## src/sipo_defs.svh

```systemverilog
// constants for the serial-in parallel-out sink driver
`ifndef SIPO_DEFS_SVH
`define SIPO_DEFS_SVH
`define SIPO_WIDTH       8
`define SIPO_RESET_DATA  8'h00
`define SIPO_SYNC_RESET  2'h0
`endif

```

## src/sipo_pkg.sv

```systemverilog
// types shared by the sink driver files
`include "sipo_defs.svh"
package sipo_pkg;
   typedef logic [`SIPO_WIDTH-1:0] sipo_byte_t;
endpackage

```

## src/sipo_sync.sv

```systemverilog
// two-flop synchroniser with edge detection for one pin
`timescale 1ns/1ps
module sipo_sync
   import sipo_pkg::*;
(
   input  wire logic ref_clk,
   input  wire logic rst_n,
   input  wire logic pin_in,
   output logic      level,
   output logic      rise,
   output logic      fall
);
   typedef struct packed {
      logic [1:0] sync;
      logic       prev;
   } sipo_sync_s;

   sipo_sync_s st_r;
   sipo_sync_s st_nxt;

   // first flop feeds only the second; edges seen after the second
   always_comb begin
      st_nxt      = st_r;
      st_nxt.sync = {st_r.sync[0], pin_in};
      st_nxt.prev = st_r.sync[1];
   end

   always_ff @(posedge ref_clk) begin
      if (!rst_n) begin
         st_r <= '0;
      end else begin
         st_r <= st_nxt;
      end
   end

   assign level = st_r.sync[1];
   assign rise  = st_r.sync[1] & ~st_r.prev;
   assign fall  = ~st_r.sync[1] & st_r.prev;
endmodule // sipo_sync

```

## src/sipo_driver.sv

```systemverilog
// serial-in parallel-out shift register with latch and sink outputs
// How it works
// eight-bit shift register feeds an eight-bit latch stage in parallel.
// shift_clock rising edge shifts in serial_in by one stage.
// latch_clock rising edge copies all eight stages into the latch.
// latch reaches the output buffers only while clear_n is high.
// clear_n low clears shift register, latch and output buffers.
// host should hold clear_n low during power-up.
// output_enable_n high forces every output buffer bit low.
// output_enable_n low lets buffers follow the latch with no clock.
// sink output off when buffer bit low, sinking when high.
// cascade_out updates from stage seven on shift_clock falling edge.
// over-temperature forces outputs open until it clears.
// host may pulse output_enable_n to dim all outputs together.
// serial_in reaches cascade_out seven and a half shift periods later.
// with enable low and clear high, outputs change at latch rise.
// serial_in enters stage zero; stage n drives sink output n.
// over-temperature is one input flag; registers keep their contents.
`timescale 1ns/1ps
`include "sipo_defs.svh"
module sipo_driver
   import sipo_pkg::*;
(
   input  wire logic        ref_clk,
   input  wire logic        rst_n,
   input  wire logic        shift_clock,
   input  wire logic        latch_clock,
   input  wire logic        serial_in,
   input  wire logic        clear_n,
   input  wire logic        output_enable_n,
   input  wire logic        over_temp,
   output logic             cascade_out,
   output logic [7:0]       sink_on,
   output logic [7:0]       sink_oe_n
);
   typedef struct packed {
      sipo_byte_t stages;
      sipo_byte_t latch;
      logic       casc;
      logic [1:0] sdat;
      logic [1:0] clr;
      logic [1:0] oen;
      logic [1:0] hot;
      sipo_byte_t buf_q;
   } sipo_drv_s;

   sipo_drv_s st_r;
   sipo_drv_s st_nxt;
   logic      sck_rise;
   logic      sck_fall;
   logic      lck_rise;

   // clock pins sampled and edge-detected on ref_clk
   sipo_sync u_sck (
      .ref_clk (ref_clk),
      .rst_n   (rst_n),
      .pin_in  (shift_clock),
      .level   (),
      .rise    (sck_rise),
      .fall    (sck_fall)
   );

   sipo_sync u_lck (
      .ref_clk (ref_clk),
      .rst_n   (rst_n),
      .pin_in  (latch_clock),
      .level   (),
      .rise    (lck_rise),
      .fall    ()
   );

   // data pins share the two-flop delay so they line up with clock edges
   always_comb begin
      st_nxt      = st_r;
      st_nxt.sdat = {st_r.sdat[0], serial_in};
      st_nxt.clr  = {st_r.clr[0], clear_n};
      st_nxt.oen  = {st_r.oen[0], output_enable_n};
      st_nxt.hot  = {st_r.hot[0], over_temp};
      if (!st_r.clr[1]) begin
         st_nxt.stages = `SIPO_RESET_DATA;
         st_nxt.latch  = `SIPO_RESET_DATA;
         st_nxt.casc   = 1'b0;
      end else begin
         if (sck_rise) begin
            st_nxt.stages = {st_r.stages[6:0], st_r.sdat[1]};
         end
         if (lck_rise) begin
            st_nxt.latch = st_r.stages;
         end
         // falling edge gives half a period of hold downstream
         if (sck_fall) begin
            st_nxt.casc = st_r.stages[`SIPO_WIDTH-1];
         end
      end
      // buffers follow the latch; clear and disable force them low
      if (!st_r.clr[1] || st_r.oen[1]) begin
         st_nxt.buf_q = `SIPO_RESET_DATA;
      end else begin
         st_nxt.buf_q = st_nxt.latch;
      end
   end

   always_ff @(posedge ref_clk) begin
      if (!rst_n) begin
         st_r <= '0;
      end else begin
         st_r <= st_nxt;
      end
   end

   // thermal gate masks outputs only; registers untouched
   assign cascade_out = st_r.casc;
   assign sink_on     = st_r.hot[1] ? 8'h00 : st_r.buf_q;
   assign sink_oe_n   = ~sink_on;
endmodule // sipo_driver

```

## config.mk

```make
export PLATFORM = sky130hd
export DESIGN_NAME = sipo_driver
export DESIGN_NICKNAME = d
export VERILOG_FILES = /design/src/sipo_pkg.sv /design/src/sipo_sync.sv /design/src/sipo_driver.sv
export VERILOG_INCLUDE_DIRS = /design/src
export SDC_FILE = /design/constraint.sdc
export NUM_CORES = 1
export LEC_CHECK = 0
export BUFFER_PORTS_ARGS = -buffer_cell sky130_fd_sc_hd__buf_2
export CAP_MARGIN = 15
export CORE_MARGIN = 3
export CORE_UTILIZATION = 50
export DETAILED_ROUTE_END_ITERATION = 10
export GPL_TIMING_DRIVEN = 0
export PLACE_DENSITY = 0.77
export SYNTH_ARGS = -nofsm -noshare
export SYNTH_HDL_FRONTEND = slang
export SYNTH_HIERARCHICAL = 1
export SYNTH_SLANG_ARGS = --single-unit
```

## constraint.sdc

```tcl
create_clock -name ref_clk -period 1.3 [get_ports ref_clk]
set_input_delay 0.065 -clock ref_clk [delete_from_list [all_inputs] [get_ports ref_clk]]
set_output_delay 0.065 -clock ref_clk [all_outputs]
set_load 0.02 [all_outputs]
```

### Yosys cells after proc, flatten, opt, wreduce, memory -nomap -nowiden

Cells that the tools add are included.

| cells by class | value |
|---|---|
| multipliers | 0 |
| add/subtract/negate cells | 0 |
| div/mod/pow operators | 0 |
| eq/ne operators | 0 |
| shift-type cells | 0 |
| reductions and logical operators | 4 |
| mux-type cells | 4 |
| bitwise logic cells | 8 |
| order comparisons | 0 |

Operator list:

| operator | count |
|---|---|
| $mux W8 | 2 |
| $mux W9 | 1 |
| $not A8 Y8 | 1 |
| $not A1 Y1 | 4 |
| $and A1 B1 Y1 | 3 |
| $reduce_and A2 Y1 | 1 |
| $reduce_or A2 Y1 | 1 |
| $logic_not A1 Y1 | 1 |
| $logic_or A1 B1 Y1 | 1 |
| $mux W1 | 1 |

| storage, ports and cells | value |
|---|---|
| latch bits | 0 |
| bits in writable memories | 0 |
| ROM bits | 0 |
| bits of input ports | 8 |
| logic and storage cells | 28 |
| output and inout bits | 17 |
| memories | 0 |
| flip-flop bits (word level) | 39 |

### Depth between registers and ports, before layout

Gate-level depths: netlist of the first run.

| depth | value |
|---|---|
| depth after elaboration | 4 |
| gate-level depth with buffers | 4 |
| mapped depth without buffers | 3 |

### Modules after synthesis

The synthesis of the first run kept the hierarchy.

By module, submodules not included:

| module | area each (um2) | cells each | instances | seq. area each (um2) |
|---|---|---|---|---|
| sipo_driver | 1,114.8 | 105 | 1 | 660.6 |
| sipo_sync | 91.3 | 8 | 2 | 60.1 |

### Least setup slack after synthesis of the first run

OpenSTA, ideal clock, no wires.

| path | value |
|---|---|
| kind | reg-to-reg |
| from | reg u_lck.st_r, in the netlist u_lck/level |
| to | reg st_r[0] in the netlist's numbering |
| path buffers | 1 |
| arrival time | 0.881 ns |
| required time | 1.181 ns |
| period minus slack after synthesis | 1.000 ns |
| setup slack | 0.300 ns |
| library setup time | 0.119 ns |
| cell stages (with the launch flop) | 5 |
| cells stage by stage | dfxtp_1 > nor2b_1 > buf_4 > mux2i_1 > nor2_1 |

| between the ends | value |
|---|---|
| longest elaborated chain between the ends | 3 |

RTL lines:

| item | RTL line | source |
|---|---|---|
| start, declared | sipo_sync.sv:18 | `sipo_sync_s st_r;` |
| start signal, assigned | sipo_sync.sv:32 | `st_r <= st_nxt;` |
| $and A1 B1 Y1 | sipo_sync.sv:37 | `assign rise = st_r.sync[1] & ~st_r.prev;` |
| net lck_rise | sipo_driver.sv:51 | `logic lck_rise;` |
| $mux W8 | sipo_driver.sv:87 | `if (lck_rise) begin` |
| $mux W9 | sipo_driver.sv:79 | `if (!st_r.clr[1]) begin` |
| end signal, assigned | sipo_driver.sv:107 | `st_r <= st_nxt;` |
| end, declared | sipo_driver.sv:47 | `sipo_drv_s st_r;` |

The timed path passes the listed nets, and every way through them passes these cells.
A chain may end at the register's enable or synchronous reset.

### Worst setup path after layout of the first run

| path | value |
|---|---|
| from | reg st_r[9] in the netlist's numbering |
| to | out sink_on[3] |

| between the ends | value |
|---|---|
| longest elaborated chain between the ends | 1 |

RTL lines:

| item | RTL line | source |
|---|---|---|
| $mux W8 | sipo_driver.sv:113 | `assign sink_on = st_r.hot[1] ? 8'h00 : st_r.buf_q;` |
| end, declared | sipo_driver.sv:33 | `output logic [7:0] sink_on,` |

No other way between the ends.

==> results.cfg, run 1 <==
[status]
status = finished clean

[routing]
ant_nets = 0
drt-pass1-iter-count = 4
drt_iter0_drc = 9
wirelength_microns = 2063
vias = 840
wire_per_inst_microns = 11.03
drc_errors = 0
via_per_inst = 4.492

[synthesis]
synth_nets = 128
yosysWarnings = 6
synth_area_sq_um = 1291
syn_inst = 120
avgSynthCellArea_sq_um = 10.76

[setup_path]
end_kind = output pin
cp.required_ps = 1240
arrival_ps = 1070
critPathBufInv = 2
r2r-start = u_lck/level
path_depth = 3
slowest_delay_ps = 370
rr_endpoint = st_r[6]
path_delay_family = flip-flops
critPathMaxFanout = 8
r2r_slack_ps = 200
critPathKind = flop to output pin
reg2reg_depth = 4
cp-start-kind = flop
cpMaxStageDelayCell = dfxtp_2
crit_chain = nand2b_1 > inv_1 > buf_2

[power_and_ir_drop]
switching_share_pct = 21.17
netSwitchingPower_w = 0.0003960
p_comb_share_pct = 4.3
clockPowerShare_pct = 30.4
power_w = 0.001870
p_per_area_nw_per_um2 = 1193
pwr-share-seq_pct = 65.3
vdd.ir_drop.worst_uv = 926.4
power_leakage_nw = 0.6834
p_int_w = 0.001474

[finish]
fillCellCount = 192
layout-drive-gt1-share_pct = 23.27
post-route-util_pct = 67.01
multi_input_area_sq_um = 442.9
layout_commonest_cell = dfxtp_1
final_cells = 187
largest-register = st_r
final_cell_mix = dfxtp_1 (38), nor2_1 (25), buf_2 (24)
ff_latch_area_sq_um = 782.0
antennaDiodeCount = 0
area_growth_pct = 21.41
largest_register_ffs = 28
nets = 166

[floorplan]
coreArea_sq_um = 2340
dieWidth_microns = 56.82
initial_core_util_pct = 55.19
dieArea_sq_um = 3229
row_count = 17
ios = 25
die-height_microns = 56.82

[timing]
finalSetupViolCount = 0
setup_tns_ps = 0
fin_ws_ps = 160.0
post-route-period-util_pct = 87.69
fmax_mhz = 877.2
finClkSkew_ps = 8.604
maxSlewViolCount = 0
slew_headroom_pct = 84.02
finalHoldViolations = 0
fin_crit_ps = 1140
rsz0062_at_grt = no
tightestPinTransition_ps = 233.1

[cts]
clkLatencyLatePin_ps = 340
cts.sinks = 39
cts_setup_buffers = 0
cts_tree = done
cts_buffer_depth = 2
cts_buffers = 5
clockRootBuffer = clkbuf_4
clk_pin_slew_ps = 100
htree_levels = 2

[placement]
gp_congestion = 0.7146
post-place-ws_ps = 189.0
dp_cells = 172
io_buffers = 24
dpl.hpwl_microns = 1401

[global_routing]
grt_pass1_wl_microns = 3456
grt.total_usage_pct = 14.62
grt_pass1_vias = 801
overflow = 0
antenna_found_initial = 0
grt_max_degree = 12

[hold_path]
hold_end = st_r[15]
hold_start = st_nxt[15]
holdCritPathClass = flop to flop
hold_path_depth = 1

[job]
cap_violations = 0
layer usage:
metal  vias to the layer above  global-route usage (%)  wire [microns]
met5                         -                       0               0
li1                        444                       -               -
met1                       374                   14.55             875
met3                         5                   4.828              97
met4                         0                   9.934              39
met2                        17                   25.41            1051
layout make-up:
cell class | count | area share [%]
clock buffers | 7 | 2.873
flip-flops and latches | 39 | 49.88
multi-input cells | 69 | 28.25
well taps | 28 | 2.235
plain buffers | 4 | 2.394
clock inverters | 1 | 0.3192
repair buffers | 31 | 12.13
inverters | 8 | 1.915
power groups by stage:
stage | sequential [W] | clock [W] | combinational (W)
after detailed placement | 0.00125 | 0 | 0.0000655
after global placement | 0.00125 | 0 | 0.0000638
after floorplan | 0.00125 | 0 | 0.0000473
final | 0.00122 | 0.000569 | 0.0000810
after CTS | 0.00122 | 0.000593 | 0.0000816
after global routing | 0.00122 | 0.000638 | 0.0000888
metrics by stage:
| step | cell area (sq um) | hold WS [ps] |
|---|---|---|
| floorplan | 1291 | 186.7 |
| global placement | 1446 | 264.1 |
| detailed placement | 1446 | 269.8 |
| CTS | 1567 | 440.9 |
| global route | 1568 | 460.8 |
| finish | 1568 | 441.6 |
how the worst max path moves through the flow:
| stage | start | to | slack (ps) |
|---|---|---|---|
| after floorplan | u_lck/level | st_r[0] | 320 |
| final | st_r[9] | sink_on[3] | 160 |
| after CTS | st_r[9] | sink_on[3] | 50 |
| after global placement | u_lck/level | st_r[6] | 200 |
| after detailed placement | u_lck/level | st_r[6] | 190 |
| after global routing | st_r[9] | sink_on[5] | 80 |
repair_timing:
| action | 4_1_cts | 5_1_grt |
|---|---|---|
| hold endpoints to repair | 8 | 0 |
| hold buffers | 7 | 0 |
| setup endpoints to repair | 0 | 1 |
| resized for setup | 0 | 1 |
Note: power is estimated with default switching activity, not from simulation.
==> run 2, diff against run 1 <==
--- a/config.mk
+++ b/config.mk
@@ -6,6 +6,7 @@
 export SDC_FILE = /design/constraint.sdc
 export NUM_CORES = 1
 export LEC_CHECK = 0
+export ABC_AREA = 1
 export BUFFER_PORTS_ARGS = -buffer_cell sky130_fd_sc_hd__buf_2
 export CAP_MARGIN = 15
 export CORE_MARGIN = 3
==> constraint.sdc (replaced) <==
create_clock -name ref_clk -period 1.16 [get_ports ref_clk]
set_input_delay 0.058 -clock ref_clk [delete_from_list [all_inputs] [get_ports ref_clk]]
set_output_delay 0.058 -clock ref_clk [all_outputs]
set_load 0.02 [all_outputs]
==> run 2 against run 1 <==
Net effect:
- power grew 15%
- combinational power grew 62%
- non-clock buffer count grew 5
- count of clock-buffer cells in the layout is the same
- largest power group unchanged
- highest routed layer unchanged
==> results.cfg, run 2 <==
[placement]
dpl.hpwl_microns = 1675
io_buffers = 24
dp_cells = 237
gp_congestion = 0.7076
placedInstanceArea_sq_um = 1559
post-place-ws_ps = -8.808

[hold_path]
hold_end = st_r[15]
hold_start = rst_n
holdCritPathClass = primary input to flop
hold_path_depth = 4

[cts]
clockRootBuffer = clkbuf_4
cts_buffer_depth = 2
clk_pin_slew_ps = 110
cts_tree = done
cts_buffers = 5
clkLatencyLatePin_ps = 340
cts.sinks = 39
htree_levels = 2

[global_routing]
grt_pass1_wl_microns = 3981
grt_max_degree = 12
grt.total_usage_pct = 15.54
grt_pass1_vias = 1013
antenna_found_initial = 0
overflow = 0

[finish]
largest-register = st_r
fin_area_sq_um = 1757
antennaDiodeCount = 0
layout-drive-gt1-share_pct = 24.78
largest_register_ffs = 28
layout_commonest_cell = nand2_1
area_growth_pct = 25.36
final_cells = 256
nets = 233
final_cell_mix = nand2_1 (53), inv_1 (42), dfxtp_1 (37)

[setup_path]
critPathKind = primary input to flop
r2r_slack_ps = 110
end_kind = flop
cp-start-kind = primary input
reg2reg_depth = 5
rr_endpoint = st_r[3]
arrival_ps = 1340
cp.required_ps = 1410
r2r-start = st_r[13]
critPathMaxFanout = 1

[power_and_ir_drop]
power_leakage_nw = 0.8796
p_per_area_nw_per_um2 = 1224
netSwitchingPower_w = 0.0004893
power_w = 0.002149
pwr-share-seq_pct = 63.7
vdd.ir_drop.worst_uv = 1160
clockPowerShare_pct = 30.2
switching_share_pct = 22.76
p_int_w = 0.001660
p_comb_share_pct = 6.1

[timing]
fmax_mhz = 916.3
finClkSkew_ps = 5.204
post-route-period-util_pct = 94.09
maxSlewViolCount = 0
fin_ws_ps = 68.60
finalHoldViolations = 0
tightestPinTransition_ps = 242.4
holdWs_ps = 106.3
rsz0062_at_grt = yes
finalSetupViolCount = 0
fin_crit_ps = 1091
slew_headroom_pct = 83.82

[synthesis]
yosysWarnings = 6
avgSynthCellArea_sq_um = 7.658
synth_nets = 191
synth_area_sq_um = 1401
syn_inst = 183

[routing]
vias = 1135
drc_errors = 0
via_per_inst = 4.434
wire_per_inst_microns = 9.723
ant_nets = 0
drt-pass1-iter-count = 4
wirelength_microns = 2489
drt_iter0_drc = 33

[job]
cap_violations = 0

[floorplan]
die-height_microns = 58.94
coreArea_sq_um = 2567
row_count = 18
dieArea_sq_um = 3474
dieWidth_microns = 58.94
initial_core_util_pct = 54.58
ios = 25

[status]
status = finished clean
==> run 2: per-layer routing <==
layer | vias to the layer above | part of all wire (%) | global-route usage (%)
met4 | 0 | 1.9 | 6.472
met2 | 27 | 51 | 28.39
met5 | - | 0 | 0
met3 | 7 | 5.2 | 6.579
met1 | 498 | 42 | 15.16
li1 | 603 | - | -
==> run 2: final cells by class <==
type,count,area (sq um)
tap,30,37.54
timing repair buffer,35,242.7
inverter,45,171.4
buffer,5,50.05
sequential,39,783.3
clock buffer,7,45.04
fill,225,810.8
clock inverter,1,5.005
multi-input combinational,94,421.7
==> run 2: power by group through the flow <==
stage | clock network [W] | registers (W) | logic (W)
floorplan | 0 | 0.00140 | 0.0000679
global placement | 0 | 0.00140 | 0.0000916
detailed placement | 0 | 0.00140 | 0.0000964
CTS | 0.000672 | 0.00137 | 0.000120
global route | 0.000726 | 0.00137 | 0.000148
finish | 0.000649 | 0.00137 | 0.000131
==> run 2: how the worst max path moves through the flow <==
stage | startpoint | slack, ps | cells past startpoint | endpoint
2_1_floorplan | st_r[13] | 150 | 5 | st_r[0]
3_3_place_gp | u_lck/level | 80 | 7 | st_r[23]
3_5_place_dp | u_lck/level | -9 | 7 | st_r[24]
4_1_cts | st_r[9] | 6 | 4 | sink_on[7]
5_1_grt | u_lck/level | -6 | 7 | st_r[24]
6_report | shift_clock | 70 | 5 | u_sck/st_nxt[2]
==> run 2: per-stage QoR <==
| step | TNS [ps] | util, % |
|---|---|---|
| detailed placement | -8.808 | 60.72 |
| CTS | 0 | 66.18 |
| global route | -15.28 | 68.42 |
| finish | 0 | 68.42 |
| floorplan | 0 | - |
| global placement | 0 | 60.72 |
==> run 2: repair_timing <==
action | in CTS | in global routing
pin swaps | 0 | 1
hold buffers | 9 | 0
setup buffers | 0 | 2
gates resized for setup | 2 | 18
setup endpoints to repair | 18 | 29
hold endpoints to repair | 10 | 0
==> run 2: critical path, cell delays in order <==
cell and delay [ps]:
dlygate4sd3_1 530, buf_2 120, nand2_1 60, dlygate4sd3_1 540
inv_1 40
